File: src/hw/flash_id_cfg.svh
// Constants for the wake and identity command block
`ifndef FLASH_ID_CFG_SVH
`define FLASH_ID_CFG_SVH
// Opcodes
`define OP_WAKE 8'hab
`define OP_PAIR_ID 8'h90
`define OP_STD_ID 8'h9f
`define OP_SLEEP 8'hb9
// Address selecting device byte first in the paired read
`define PAIR_SWAP_ADDR 24'h000001
// Dummy bytes after the wake opcode before the device code
`define WAKE_DUMMY_BYTES 3
// Clock period in ps (200 MHz)
`define MCLK_PERIOD_PS 5000
// Wake and sleep-entry intervals in ns (arbitrary plain defaults)
`define SHORT_WAKE_NS 3000
`define LONG_WAKE_NS 5000
`define SLEEP_ENTRY_NS 3000
// Power-up write delay, min 1 ms, max 10 ms, in ns
`define PUW_MAX_NS 10000000
// Cycle counts, times rounded up; power-up delay taken from its maximum
`define SHORT_WAKE_CYC ((`SHORT_WAKE_NS * 1000 + `MCLK_PERIOD_PS - 1) / `MCLK_PERIOD_PS)
`define LONG_WAKE_CYC ((`LONG_WAKE_NS * 1000 + `MCLK_PERIOD_PS - 1) / `MCLK_PERIOD_PS)
`define SLEEP_ENTRY_CYC ((`SLEEP_ENTRY_NS * 1000 + `MCLK_PERIOD_PS - 1) / `MCLK_PERIOD_PS)
`define PUW_CYC ((64'd`PUW_MAX_NS * 64'd1000 + 64'd4999) / 64'd`MCLK_PERIOD_PS)
`endif

File: src/hw/flash_id_pkg.sv
// Types for the wake and identity command block
package flash_id_pkg;
  // Command phase, Gray coded along opcode -> address -> output
  typedef enum logic [2:0] {
    PH_OPCODE = 3'b000,
    PH_ADDR = 3'b001,
    PH_SHIFT = 3'b011,
    PH_IGNORE = 3'b010
  } phase_e;
  // Power state
  typedef enum logic [1:0] {
    PW_AWAKE = 2'b00,
    PW_ENTERING = 2'b01,
    PW_SLEEP = 2'b11,
    PW_WAKING = 2'b10
  } power_e;
  // Which identity answer is being shifted
  typedef enum logic [1:0] {
    ID_DEV = 2'b00,
    ID_PAIR = 2'b01,
    ID_STD = 2'b11
  } idsel_e;
endpackage

File: src/hw/flash_wake_id.sv
// SPI slave command logic for wake, sleep entry and identity reads
`timescale 1ns/100ps
`include "flash_id_cfg.svh"

// Operation
// - Asleep, ignore every opcode except wake
// - After short wake interval, accept commands
// - Wake plus three dummies outputs device code
// - Device code repeats until select rises
// - Wake-with-code from sleep uses long interval
// - Wake opcode ignored while write in progress
// - Opcode 90h, address 0: manufacturer, device
// - Address 1 swaps: device then manufacturer
// - Opcode 9Fh: manufacturer, type, capacity
// - Refuse writes during power-up write delay
// - Write-in-progress high throughout self-timed cycle
// - Opcode B9h then select rise enters sleep
// - Sleep request rejected during write cycle
module flash_wake_id #(
  parameter logic [7:0] MANUF_ID = 8'h5a, // Arbitrary value
  parameter logic [7:0] DEVICE_ID = 8'h3c, // Arbitrary value
  parameter logic [7:0] MEM_TYPE = 8'h40, // Arbitrary value
  parameter logic [7:0] CAPACITY = 8'h15, // Arbitrary value
  parameter logic [31:0] PUW_CYCLES = 32'(`PUW_CYC),
  parameter logic [15:0] SHORT_WAKE_CYCLES = 16'(`SHORT_WAKE_CYC),
  parameter logic [15:0] LONG_WAKE_CYCLES = 16'(`LONG_WAKE_CYC),
  parameter logic [15:0] SLEEP_ENTRY_CYCLES = 16'(`SLEEP_ENTRY_CYC)
) (
  // Clock and reset
  input wire logic mclk,
  input wire logic rst,
  // SPI pins
  input wire logic chipSelectN,
  input wire logic serialClock,
  input wire logic serialDataIn,
  output logic serialDataOut,
  output logic serialDataOutEn,
  // Links to the rest of the device
  input wire logic writeInProgress,
  output logic writeInProgressFlag,
  output logic deepSleep,
  output logic writeAllowed,
  output logic cmdAccepted
);
  import flash_id_pkg::*;
  // Every pin is sampled by mclk, so a pin edge is seen three to four
  // cycles late; the serial clock must stay well below a quarter of mclk.
  // Data out moves about four cycles after a falling serial clock edge,
  // leaving the host most of the low half of the period to settle it.
  // Limitation: only the identity answers are driven; array reads live elsewhere.

  // ****************************************
  // State
  // ****************************************
  typedef struct packed {
    logic [2:0] csSync; // Three-stage synchronisers
    logic [2:0] sckSync;
    logic [2:0] sdiSync;
    logic csN; // Filtered levels
    logic sck;
    phase_e phase;
    power_e power;
    idsel_e idSel;
    logic [7:0] opcode;
    logic [23:0] addr;
    logic [5:0] bitCnt; // Bits received in the current phase
    logic [4:0] outBit; // Position in the answer stream
    logic [15:0] waitCnt; // Wake and sleep-entry timer
    logic [31:0] puwCnt; // Power-up write delay timer
    logic wakeDone; // Wake opcode completed this frame
    logic fromSleep; // Frame began while not awake
    logic dataOut;
    logic dataOutEn;
    logic wipFlag;
    logic puwDone;
    logic accepted;
    logic asleep; // Registered copy of the sleep state for the port
  } state_s;

  state_s cur;
  state_s next_cur;

  // Answer byte for the current stream position
  // Bits 4:3 of the position pick the byte, bits 2:0 the bit within it;
  // the wrap points live with the counters in the next-state logic
  function automatic logic [7:0] answerByte(input idsel_e sel, input logic [4:0] pos,
                                            input logic swap);
    logic [1:0] idx;
    idx = pos[4:3];
    answerByte = DEVICE_ID;
    case (sel)
      ID_DEV: answerByte = DEVICE_ID; // Repeats forever
      ID_PAIR: begin
        if (idx[0] ^ swap) begin
          answerByte = DEVICE_ID;
        end else begin
          answerByte = MANUF_ID;
        end
      end
      ID_STD: begin
        case (idx)
          2'd0: answerByte = MANUF_ID;
          2'd1: answerByte = MEM_TYPE;
          2'd2: answerByte = CAPACITY;
          default: answerByte = MANUF_ID;
        endcase
      end
      default: answerByte = DEVICE_ID;
    endcase
  endfunction

  // ****************************************
  // Next-state logic
  // ****************************************
  // All decisions read the registered copy; raw pins only enter the synchronisers,
  // which keeps metastable samples out of the frame logic
  always_comb begin
    logic [7:0] shifted;
    logic csRise;
    logic csFall;
    logic sckRise;
    logic sckFall;
    logic [7:0] outByte;
    shifted = '0;
    outByte = '0;
    // Edge flags start clear, then follow the filtered levels below
    csRise = 1'b0;
    csFall = 1'b0;
    sckRise = 1'b0;
    sckFall = 1'b0;
    next_cur = cur;
    next_cur.accepted = 1'b0;
    // Synchronise pins; a change counts when stages two and three agree
    next_cur.csSync = {cur.csSync[1:0], chipSelectN};
    next_cur.sckSync = {cur.sckSync[1:0], serialClock};
    next_cur.sdiSync = {cur.sdiSync[1:0], serialDataIn};
    if (cur.csSync[2] == cur.csSync[1]) begin
      next_cur.csN = cur.csSync[2];
    end
    if (cur.sckSync[2] == cur.sckSync[1]) begin
      next_cur.sck = cur.sckSync[2];
    end
    csRise = next_cur.csN && !cur.csN;
    csFall = !next_cur.csN && cur.csN;
    sckRise = next_cur.sck && !cur.sck && !cur.csN;
    sckFall = !next_cur.sck && cur.sck && !cur.csN;
    // Write-in-progress mirrors the self-timed cycle
    next_cur.wipFlag = writeInProgress;
    // Power-up write delay counts down from its maximum
    if (cur.puwCnt != '0) begin
      next_cur.puwCnt = cur.puwCnt - 32'd1;
    end else begin
      next_cur.puwDone = 1'b1;
    end
    // Power timers
    // One shared counter serves entry and wake; they never overlap, since
    // frames arriving while it runs are ignored
    if (cur.waitCnt != '0) begin
      next_cur.waitCnt = cur.waitCnt - 16'd1;
    end
    case (cur.power)
      PW_ENTERING: begin
        if (cur.waitCnt == '0) begin
          next_cur.power = PW_SLEEP;
        end
      end
      PW_WAKING: begin
        if (cur.waitCnt == '0) begin
          next_cur.power = PW_AWAKE;
        end
      end
      default: ;
    endcase
    // Frame start
    // Counters restart on every select fall, so a cut frame leaves no
    // half-shifted opcode behind for the next one
    if (csFall) begin
      next_cur.phase = PH_OPCODE;
      next_cur.bitCnt = '0;
      next_cur.wakeDone = 1'b0;
      next_cur.fromSleep = (cur.power != PW_AWAKE);
      // Busy timers: the host must keep select high, so ignore the frame
      if (cur.power == PW_ENTERING || cur.power == PW_WAKING) begin
        next_cur.phase = PH_IGNORE;
      end
    end
    // Sample on rising serial clock
    // Data in is taken from the third stage, aligned with the clock sample
    // that shows the rise
    if (sckRise) begin
      case (cur.phase)
        PH_OPCODE: begin
          shifted = {cur.opcode[6:0], cur.sdiSync[2]};
          next_cur.opcode = shifted;
          next_cur.bitCnt = cur.bitCnt + 6'd1;
          if (cur.bitCnt == 6'd7) begin
            next_cur.bitCnt = '0;
            next_cur.outBit = '0;
            if (cur.power == PW_SLEEP && shifted != `OP_WAKE) begin
              next_cur.phase = PH_IGNORE;
            end else if (shifted == `OP_WAKE && cur.wipFlag) begin
              next_cur.phase = PH_IGNORE;
            end else if (shifted == `OP_WAKE) begin
              next_cur.wakeDone = 1'b1;
              next_cur.idSel = ID_DEV;
              next_cur.phase = PH_ADDR; // Three dummy bytes
              next_cur.accepted = 1'b1;
            end else if (shifted == `OP_PAIR_ID) begin
              next_cur.idSel = ID_PAIR;
              next_cur.phase = PH_ADDR;
              next_cur.accepted = 1'b1;
            end else if (shifted == `OP_STD_ID) begin
              next_cur.idSel = ID_STD;
              next_cur.phase = PH_SHIFT; // No address
              next_cur.accepted = 1'b1;
            end else begin
              next_cur.phase = PH_IGNORE; // Other opcodes belong elsewhere
              next_cur.accepted = (shifted == `OP_SLEEP);
            end
          end
        end
        PH_ADDR: begin
          next_cur.addr = {cur.addr[22:0], cur.sdiSync[2]};
          next_cur.bitCnt = cur.bitCnt + 6'd1;
          if (cur.bitCnt == 6'(`WAKE_DUMMY_BYTES * 8 - 1)) begin
            next_cur.phase = PH_SHIFT;
            // Odd addresses other than one fall back to normal order
            next_cur.addr = {cur.addr[22:0], cur.sdiSync[2]};
          end
        end
        PH_IGNORE: begin
          // Bits past an ignored opcode are counted so that a sleep opcode
          // with trailing bits does not take effect
          if (cur.bitCnt != 6'h3f) begin
            next_cur.bitCnt = cur.bitCnt + 6'd1;
          end
        end
        default: ;
      endcase
    end
    // Drive on falling serial clock, MSB first
    if (sckFall && cur.phase == PH_SHIFT) begin
      outByte = answerByte(cur.idSel, cur.outBit, cur.addr == `PAIR_SWAP_ADDR);
      next_cur.dataOut = outByte[3'd7 - cur.outBit[2:0]];
      next_cur.dataOutEn = 1'b1;
      if (cur.idSel == ID_DEV) begin
        next_cur.outBit = {2'b00, cur.outBit[2:0] + 3'd1};
      end else if (cur.idSel == ID_PAIR) begin
        next_cur.outBit = {1'b0, cur.outBit[3:0] + 4'd1};
      end else begin
        next_cur.outBit = (cur.outBit == 5'd23) ? 5'd0 : cur.outBit + 5'd1;
      end
    end
    // Frame end
    // Sleep entry needs select to rise with no bit after the opcode;
    // a busy cycle blocks it so the self-timed work runs to the end
    if (csRise) begin
      next_cur.dataOutEn = 1'b0;
      next_cur.phase = PH_IGNORE;
      if (cur.wakeDone && cur.fromSleep && cur.power == PW_SLEEP) begin
        next_cur.power = PW_WAKING;
        // Longer interval once the code was read plain wake
        next_cur.waitCnt = (cur.phase == PH_SHIFT) ? LONG_WAKE_CYCLES : SHORT_WAKE_CYCLES;
      end else if (cur.power == PW_AWAKE && cur.phase == PH_IGNORE &&
                   cur.bitCnt == '0 && cur.opcode == `OP_SLEEP && !cur.wipFlag) begin
        next_cur.power = PW_ENTERING;
        next_cur.waitCnt = SLEEP_ENTRY_CYCLES;
      end
    end
    if (cur.csN || cur.phase != PH_SHIFT) begin
      next_cur.dataOutEn = 1'b0;
    end
    // Port copy of the sleep state, so the output comes from a flop
    next_cur.asleep = (next_cur.power == PW_SLEEP);
  end

  // ****************************************
  // Registers
  // ****************************************
  // Reset parks select high in its synchroniser, so no false select fall
  // and hence no phantom frame follows the release of reset
  always_ff @(posedge mclk) begin
    if (rst) begin
      cur <= '0;
      cur.csSync <= 3'b111;
      cur.csN <= 1'b1;
      cur.phase <= PH_IGNORE;
      cur.power <= PW_AWAKE; // Always powers up in standby
      cur.puwCnt <= PUW_CYCLES;
    end else begin
      cur <= next_cur;
    end
  end

  // ****************************************
  // Outputs straight from flip-flops
  // ****************************************
  // Plain wires from the state register; no decode sits between flop and pin
  assign serialDataOut = cur.dataOut;
  assign serialDataOutEn = cur.dataOutEn;
  assign writeInProgressFlag = cur.wipFlag;
  assign deepSleep = cur.asleep;
  assign writeAllowed = cur.puwDone;
  assign cmdAccepted = cur.accepted;
endmodule // flash_wake_id

File: config.mk
export PLATFORM = sky130hd
export DESIGN_NAME = flash_wake_id
export DESIGN_NICKNAME = d
export VERILOG_FILES = /design/src/hw/flash_id_pkg.sv /design/src/hw/flash_wake_id.sv
export VERILOG_INCLUDE_DIRS = /design/src /design/src/hw
export SDC_FILE = /design/constraint.sdc
export NUM_CORES = 1
export LEC_CHECK = 0
export ABC_AREA = 1
export ABC_CLOCK_PERIOD_IN_PS = 1800
export BUFFER_PORTS_ARGS = -buffer_cell sky130_fd_sc_hd__buf_2
export CAP_MARGIN = 25
export CORE_AREA = 2 2 105 107
export DETAILED_ROUTE_END_ITERATION = 10
export DIE_AREA = 0 0 107 109
export PLACE_DENSITY = 0.83
export SLEW_MARGIN = 10
export SYNTH_ARGS = -nofsm -noshare
export SYNTH_HDL_FRONTEND = slang
export SYNTH_SLANG_ARGS = --single-unit
File: constraint.sdc
create_clock -name mclk -period 1.8 [get_ports mclk]
set_input_delay 0.36 -clock mclk [delete_from_list [all_inputs] [get_ports mclk]]
set_output_delay 0.36 -clock mclk [all_outputs]
set_load 0.1 [all_outputs]
[Word-level counts from Yosys, hierarchy flattened]
Cells that the tools add are included.
Word-level totals
  bits of input ports: 6
  register bits after elaboration: 117
  logic and storage cells: 155
  output and inout port bits: 6
Cells by class
  $add $sub $neg: 7
  reduce and logical (&&, ||, !) cells: 41
  order comparisons: 1
  bitwise gates (word level): 6
  equal/unequal tests: 25
  mux-type cells: 53
Operator list (number)
  $mux 16: 4
  $eq 8x8->1 const B: 5
  $reduce_bool 32->1: 1
  $sub 32x1->32 const B: 1
  $pmux 7 s2: 2
  $mux 5: 5
  $eq 24x1->1 const B: 1
  $mux 3: 8
  $mux 11: 2
  $mux 2: 10
  $pmux 6 s3: 1
  $logic_not 16->1: 1
  $reduce_bool 16->1: 1
  $sub 16x1->16 const B: 1
  $logic_and 1x1->1: 15
  $mux 1: 13
  $mux 6: 2
  $eq 2x2->1 const B: 5
  $mux 9: 1
  $mux 8: 1
  $ne 8x8->1 const B: 1
  $reduce_bool 2->1: 4
  $mux 7: 1
  $add 6x1->6 const B: 1
  other kinds (31): 46

[Depth between registers and ports, before layout]
Gate-level depths: netlist (run 1).
  depth after elaboration: 11
  mapped depth: 13
  mapped depth without buffers: 13

[Worst setup path after synthesis (run 1)]
No wires, ideal clock.
  path type: register to register
  start: register cur, in the netlist writeInProgressFlag
  end: register cur[41] in the netlist's numbering
  path buffers: 1
  library setup time: 0.086 ns
  required time: 1.714 ns
  cell stages (with the launch flop): 8
  setup slack: -0.020 ns
  period minus slack after synthesis: 1.820 ns
  arrival time: 1.735 ns
  path through: dfxtp_1 -> nor4_1 -> nand4_1 -> nand2_1 -> inv_2 -> nand2_1 -> buf_4 -> a211oi_1
On the way
  cells in the longest elaborated chain, start to end: 5
Ends and longest elaborated chain
  start, declared: RTL line flash_wake_id.sv:80  | state_s cur;
  start signal, assigned: RTL line flash_wake_id.sv:291  | cur <= next_cur;
  $logic_not 1->1: RTL line flash_wake_id.sv:265  | cur.bitCnt == '0 && cur.opcode == `OP_SLEEP && !cur.wipFlag) begin
  $logic_and 1x1->1: RTL line flash_wake_id.sv:264  | end else if (cur.power == PW_AWAKE && cur.phase == PH_IGNORE &&
  $mux 16: RTL line flash_wake_id.sv:264
  $mux 16: RTL line flash_wake_id.sv:260  | if (cur.wakeDone && cur.fromSleep && cur.power == PW_SLEEP) begin
  $mux 16: RTL line flash_wake_id.sv:257  | if (csRise) begin
No other way between the ends.
A chain may end at the register's enable or synchronous reset.

[Worst setup path in the final report (run 1)]
  start: register cur[35] in the netlist's numbering
  end: register cur[21] in the netlist's numbering
On the way
  cells in the longest elaborated chain, start to end: 1
Ends and longest elaborated chain
  $reduce_bool 32->1: RTL line flash_wake_id.sv:150  | if (cur.puwCnt != '0) begin
No other way between the ends.

==> run_results.csv, run 1 <==
group,metric,value,unit
global_route,track_usage,24.04,%
logic_synthesis,synth_area_per_cell,7.194,µm²
critical_path,cp-endpoint,"cur[21]",
die,rows,38,
logic_synthesis,ys_ff_latch,117,
die,initial_core_util,53.94,%
sta,tightest_slew,0.4911,ns
sta,setup_viol,0,
final_layout,mostFrequentLayoutCells,"165 x nor2_1, 115 x nand2_1, 111 x dfxtp_1",
power_and_ir_drop,p_leak,0.002982,µW
logic_synthesis,synth_top_area_cell,"dfxtp_1",
routing,first_iter_violations,366,
final_layout,layout-drive-gt1-share,18.83,%
logic_synthesis,yosys_warnings,0,
global_route,grt_pass1_wl,22200,µm
critical_path,arrival,2.13,ns
clock_tree,cts_tree,"built",
critical_path,regToRegSetupSlack,0.08,ns
sta,min_period_over_period,95.81,%
sta,hold_slack,0.02749,ns
logic_synthesis,netlist.area_leader.share,40.95,%
logic_synthesis,synth_edf_count,0,
placement,place.detailed.hpwl,8993,µm
logic_synthesis,syn_nets,812,
critical_path,crit_path_cell_trace,"nor2_4, nand2_2, nor4_4, buf_4, nand4_1, buf_4, buf_4, nand2_1, nor2_1",
die,io-pin-count,12,
clock_tree,clock-root-buffer,"clkbuf_8",
power_and_ir_drop,pwr-share-seq,37.3,%
logic_synthesis,yosys-top-cells-area,"dfxtp_1 41%, nor2_1 11%, nand2_1 7.7%",
run,cap_viol_max_count,0,
routing,drc,0,
final_layout,fin_nets,861,
global_route,overflow,0,
clock_tree,clk_latency,0.53,ns
die,die-area,11660,µm²
power_and_ir_drop,p_int,5640,µW
sta,slew_headroom,67.49,%
critical_path,worst_path_max_delay_cell,"dfxtp_2",
critical_path,critical_path_class,"reg -> reg",
logic_synthesis,netlist_instances,795,
power_and_ir_drop,p_sw_share,30.42,%
critical_path,required,2.20,ns
power_and_ir_drop,p_sw,2466,µW
routing,vias,5255,
critical_path,rr_worst_depth,9,
routing,dr.pass1.iters,5,
routing,viasPerCell,5.281,
power_and_ir_drop,power,8106,µW
sta,rsz0062_at_grt,"yes",
logic_synthesis,yosysSeqAreaShare,40.95,%
clock_tree,cts_sinks,117,
worst_hold_path,hold_path_class,"in -> reg",
sta,finalClockSkew,0.01268,ns
clock_tree,cts.clk_slew.worst_paths,0.05,ns
placement,portBuffers,11,
sta,hold_violations,0,
global_route,grt_pass1_vias,5011,
sta,setup_ws,0.07546,ns
routing,routedWlPerCell,13.16,µm
critical_path,rr_endpoint,"cur[21]",
sta,fin_crit,1.725,ns
placement,dp_cells,960,
logic_synthesis,async_reset_ff_share,0,%
global_route,grt_max_degree,40,
critical_path,slowest_delay,0.35,ns
critical_path,cp_max_fo,5,
critical_path,start_kind,"flip-flop",
die,dieHeight,109,µm
clock_tree,cts_buffers,17,
power_and_ir_drop,power_density,1190,nW/µm²
sta,drv_slew,0,
placement,place.gp.congestion,0.9043,
critical_path,reg2reg_from,"cur[35]",
placement,pre_cts_slack,-0.009446,ns
die,die_x,107,µm
power_and_ir_drop,combPwrFrac,22.1,%
routing,antenna_left,0,
critical_path,crit_start,"cur[35]",
clock_tree,htreeDepth,4,
logic_synthesis,synth.cell_area,5719,µm²
sta,fmax,579.9,MHz
clock_tree,clock_path_buffers,2,
final_layout,diodes,0,
logic_synthesis,ys.flop_type,"dfxtp_1",
die,core_area,10600,µm²
critical_path,cp-end-kind,"flip-flop",
power_and_ir_drop,irDropWorstVdd,0.7893,mV
global_route,antenna_found_initial,0,
logic_synthesis,yosysUniqueCellTypes,44,
routing,drt_wl_total,13090,µm
critical_path,crit_path_frequent_cell,"buf_4",
power_and_ir_drop,pwr-share-clk,40.6,%
final_layout,areaGrowthSynthToFinish,19.14,%
run_status,status,"finished clean",
final_layout,final_cells,995,
final_layout,layout_commonest_cell,"nor2_1",
==> routing by layer <==
layer | GRT usage [%] | vias to the layer above | part of all wire, %
met5 | 0 | - | 0
met4 | 9.833 | 0 | 2.0
met3 | 6.575 | 27 | 6.3
met2 | 40.76 | 149 | 48
met1 | 28.97 | 2419 | 44
li1 | - | 2660 | -
==> stage by stage <==
step	util (%)	setup TNS, ns	instance area [µm²]
3_5_place_dp	57.80	-0.009446	6128
4_1_cts	63.38	0	6720
3_3_place_gp	57.80	0	6128
2_1_floorplan	-	0	5720
5_1_grt	64.27	-0.1038	6814
6_report	64.27	0	6814
==> cell families (layout without fill, tap and decap cells) <==
group           Yosys count  after routing  synth area share, %
buf+inv                 116            176                7.832
fa+ha+maj                11             11                2.406
simple gates            402            402                32.84
compound gates          121            121                11.68
flops                   117            117                40.95
xor+xnor                 28             28                4.288
==> cells in the mapped netlist, types with 2 or more instances <==
cell        n
xor2_1     15
nor2_2      8
a21oi_1    48
nand2_1   118
nor4_2      2
nor4_1      6
ha_1       11
inv_1      75
o21ai_0    51
clkbuf_1   11
nor3_4      2
o211ai_1    3
nor2_1    169
buf_2       3
nand4_2     2
clkinv_1    2
nor3_1     18
nor3_2      7
a211oi_1    2
nand2_4     2
inv_2      20
nand3_1    32
xnor2_1    13
nand2_2     7
nand4_1    14
dfxtp_1   117
nor2_4      6
o21ai_1     8
or2_2       4
nor4b_2     2
buf_1       3
a221oi_2    2
==> registers in the layout (all words and copies together) (netlist names) <==
| signal | count |
|---|---|
| cur | 111 |
| cmdAccepted | 1 |
| deepSleep | 1 |
| serialDataOut | 1 |
| serialDataOutEn | 1 |
| writeAllowed | 1 |
| writeInProgressFlag | 1 |
==> critical path: cells and delay by family, from the launching register on <==
kind / cells / cell delay (ns)
buffers and inverters: 3 / 0.50
DFF: 1 / 0.35
and+or+nand+nor: 6 / 0.74
==> power by group through the flow <==
stage          sequential [µW]  clock [µW]  combinational, µW
6_report                  3020        3290               1790
5_1_grt                   3050        3450               2010
4_1_cts                   3010        3330               1770
3_5_place_dp              3060           0               1720
3_3_place_gp              3050           0               1690
2_1_floorplan             3020           0               1380
==> worst min path at each step <==
stage,to,cells after the start,startpoint,slack [ns]
after floorplan,cur[109],2,cur[108],0.39
after global placement,cur[109],2,cur[108],0.39
after detailed placement,cur[115],1,cur[114],0.40
after CTS,writeInProgressFlag,3,writeInProgress,0.01
after global routing,cur[108],3,serialDataIn,0.04
final,writeInProgressFlag,3,writeInProgress,0.03
==> cell type report <==
| type | count | area (µm²) |
|---|---|---|
| Multi-Input combinational cell | 562 | 2988 |
| Sequential cell | 117 | 2350 |
| Inverter | 98 | 372.9 |
| Fill cell | 875 | 3789 |
| Clock buffer | 20 | 445.4 |
| Timing Repair Buffer | 48 | 351.6 |
| Clock inverter | 10 | 131.4 |
| Tap cell | 140 | 175.2 |
==> timing repair <==
item	CTS	global route
pin swaps	0	9
resized for setup	1	20
hold endpoints to repair	1	0
hold buffers	1	0
endpoints found under the setup margin	1	42
buffers inserted	0	4
No activity file was read; power rests on OpenSTA's default activity.
==> run 2: changes to the inputs <==
--- a/config.mk
+++ b/config.mk
@@ -6,14 +6,14 @@
 export SDC_FILE = /design/constraint.sdc
 export NUM_CORES = 1
 export LEC_CHECK = 0
-export ABC_AREA = 1
 export ABC_CLOCK_PERIOD_IN_PS = 1800
 export BUFFER_PORTS_ARGS = -buffer_cell sky130_fd_sc_hd__buf_2
 export CAP_MARGIN = 25
-export CORE_AREA = 2 2 105 107
+export CORE_AREA = 2 2 102 104
 export DETAILED_ROUTE_END_ITERATION = 10
-export DIE_AREA = 0 0 107 109
-export PLACE_DENSITY = 0.83
+export DIE_AREA = 0 0 104 106
+export MAX_ROUTING_LAYER = met4
+export PLACE_DENSITY = 0.84
 export SLEW_MARGIN = 10
 export SYNTH_ARGS = -nofsm -noshare
 export SYNTH_HDL_FRONTEND = slang
==> run_results.csv, run 2 <==
group,metric,value,unit
final_layout,fin_nets,766,
sta,fmax,425.3,MHz
sta,setup_viol,55,
logic_synthesis,yosysUniqueCellTypes,58,
global_route,overflow,0,
final_layout,layout-drive-gt1-share,41.21,%
final_layout,mostFrequentLayoutCells,"105 x buf_4, 99 x dfxtp_1, 91 x nor2_1",
routing,drc,0,
clock_tree,clk_latency,0.53,ns
routing,antenna_left,0,
final_layout,layout_commonest_cell,"buf_4",
critical_path,start_kind,"flip-flop",
critical_path,worst_path_max_delay_cell,"or4_4",
logic_synthesis,synth_edf_count,0,
logic_synthesis,ys_top_cells_by_count,"117 x dfxtp_1, 104 x nor2_1, 43 x a21oi_1, 34 x mux2i_1, 26 x clkbuf_1",
clock_tree,cts.clk_slew.worst_paths,0.06,ns
logic_synthesis,synth_area_per_cell,8.819,µm²
routing,dr.pass1.iters,8,
die,core_area,10000,µm²
critical_path,required,2.20,ns
logic_synthesis,yosysMostFrequentCell,"dfxtp_1",
final_layout,final_area,8099,µm²
critical_path,critPathBufInv,4,
die,rows,37,
critical_path,regToRegSetupSlack,-0.55,ns
routing,drt_wl_total,19300,µm
clock_tree,cts_sinks,117,
die,die_x,104,µm
critical_path,arrival,2.75,ns
routing,first_iter_violations,570,
final_layout,largest_register_ffs,111,
power_and_ir_drop,p_leak,0.003024,µW
logic_synthesis,synth_compound_area_share,10.27,%
logic_synthesis,netlist_instances,619,
logic_synthesis,yosys.area_share.simple,28.42,%
critical_path,critical_path_class,"reg -> reg",
sta,min_period_over_period,130.6,%
logic_synthesis,yosysSeqAreaShare,42.91,%
final_layout,top_register,"cur",
sta,setup_ws,-0.5514,ns
logic_synthesis,ys_ff_latch,117,
routing,vias,5811,
critical_path,crit_path_cell_trace,"or4_4, nor4_4, buf_4, nor4b_4, buf_6, buf_12, buf_4, a21oi_2, xnor2_1, nor2_1",
logic_synthesis,yosys.area_share.adder,2.521,%
global_route,grt_pass1_vias,5656,
die,dieHeight,106,µm
sta,hold_violations,0,
global_route,track_usage,30.77,%
clock_tree,htreeDepth,4,
logic_synthesis,ys.flop_type,"dfxtp_1",
run_status,violations,"negative setup slack",
power_and_ir_drop,irDropWorstVdd,0.7463,mV
logic_synthesis,synth_mux_area_share,6.234,%
critical_path,cp_max_fo,8,
final_layout,areaGrowthSynthToFinish,48.36,%
logic_synthesis,synth_top_area_cell,"dfxtp_1",
die,io-pin-count,12,
sta,setup_tns,-16.75,ns
sta,fin_crit,2.351,ns
sta,drv_slew,0,
die,die-area,11020,µm²
sta,slew_headroom,59.59,%
critical_path,cp-end-kind,"flip-flop",
clock_tree,clock-root-buffer,"clkbuf_8",
sta,finalClockSkew,0.007121,ns
placement,dpl_cell_area,6450,µm²
die,initial_core_util,54.59,%
logic_synthesis,synth_top_family_by_area,"simple AND/OR/NAND/NOR gates",
sta,tightest_slew,0.6062,ns
clock_tree,clock_path_buffers,2,
logic_synthesis,syn_nets,636,
global_route,antenna_found_initial,0,
placement,pre_cts_slack,-0.4042,ns
logic_synthesis,netlist.area_leader.share,42.91,%
critical_path,crit_path_frequent_cell,"buf_4",
logic_synthesis,synth.cell_area,5459,µm²
run,cap_viol_max_count,0,
logic_synthesis,yosys_warnings,0,
worst_hold_path,hold_path_class,"in -> reg",
routing,routedWlPerCell,21.50,µm
final_layout,diodes,0,
placement,place.gp.congestion,0.8938,
logic_synthesis,synth_xor_area_share,6.097,%
logic_synthesis,yosys-top-cells-area,"dfxtp_1 43%, nor2_1 7.2%, mux2i_1 6.2%",
global_route,grt_max_degree,81,
placement,portBuffers,11,
global_route,grt_pass1_wl,26450,µm
placement,place.detailed.hpwl,8729,µm
clock_tree,cts_tree,"built",
clock_tree,cts_buffers,17,
critical_path,crit_family,"simple AND/OR/NAND/NOR gates",
critical_path,slowest_delay,0.58,ns
power_and_ir_drop,power_density,1100,nW/µm²
routing,viasPerCell,6.471,
run_status,status,"complete, but fails checks",
logic_synthesis,async_reset_ff_share,0,%
sta,rsz0062_at_grt,"yes",
==> run 2: cell count changes after synthesis, sizes merged, moves of 11 or more <==
cell	change
nand2	-106
clkbuf	+15
nor2	-78
o21ai	-42
or3	+13
nand3	-17
inv	-81
nand2b	+11
mux2i	+34
==> run 2: worst paths after layout <==
path              cells past startpoint  endpoint         start
hold reg to reg                       1  cur[115]      cur[114]
setup reg to reg                     10   cur[21]       cur[11]
setup / recovery                     10   cur[21]       cur[11]
hold / removal                        2  cur[108]  serialDataIn
==> run 2: cells by family after synthesis <==
group           count (synthesis)
flops                         117
mux                            34
xor+xnor                       38
fa+ha+maj                      11
compound gates                 93
simple gates                  279
buf+inv                        47
==> run 2: routing by layer <==
layer / global-route usage (%) / vias to the layer above / wire length, µm
li1: - / 2480 / -
met1: 31.93 / 2749 / 6968
met2: 54.23 / 410 / 9594
met3: 7.112 / 172 / 1414
met4: 16.89 / 0 / 1325
met5: - / - / 0
==> run 2: area by class of cell <==
| cell class | count | area (µm²) |
|---|---|---|
| Clock inverter | 14 | 161.4 |
| Sequential cell | 117 | 2367 |
| Timing Repair Buffer | 143 | 1256 |
| Fill cell | 525 | 1901 |
| Multi-Input combinational cell | 456 | 3674 |
| Inverter | 14 | 52.55 |
| Tap cell | 136 | 170.2 |
| Clock buffer | 18 | 417.9 |
==> run 2: per-stage QoR <==
stage | power (µW) | util (%) | hold WS (ns) | cells
after floorplan | 3947 | - | 0.3895 | 619
after global placement | 4384 | 64.50 | 0.3921 | 831
after detailed placement | 4497 | 64.50 | 0.4013 | 831
after CTS | 8130 | 75.45 | 0.02257 | 882
after global routing | 9146 | 80.99 | 0.03148 | 898
final | 8908 | 80.99 | 0.04305 | 898
==> run 2: timing repair <==
action	CTS	global route
gates cloned	4	1
pin swaps	54	58
hold buffers	1	0
setup buffers	14	17
setup endpoints to repair	56	68
gates resized for setup	73	91
endpoints found under the hold margin	1	0
==> run 2: power by group <==
part | switching, µW | internal (µW) | leakage [µW]
combinational | 1400 | 1240 | 0.00180
clock | 1240 | 2090 | 0.000272
sequential | 169 | 2770 | 0.000956
total | 2810 | 6100 | 0.00302
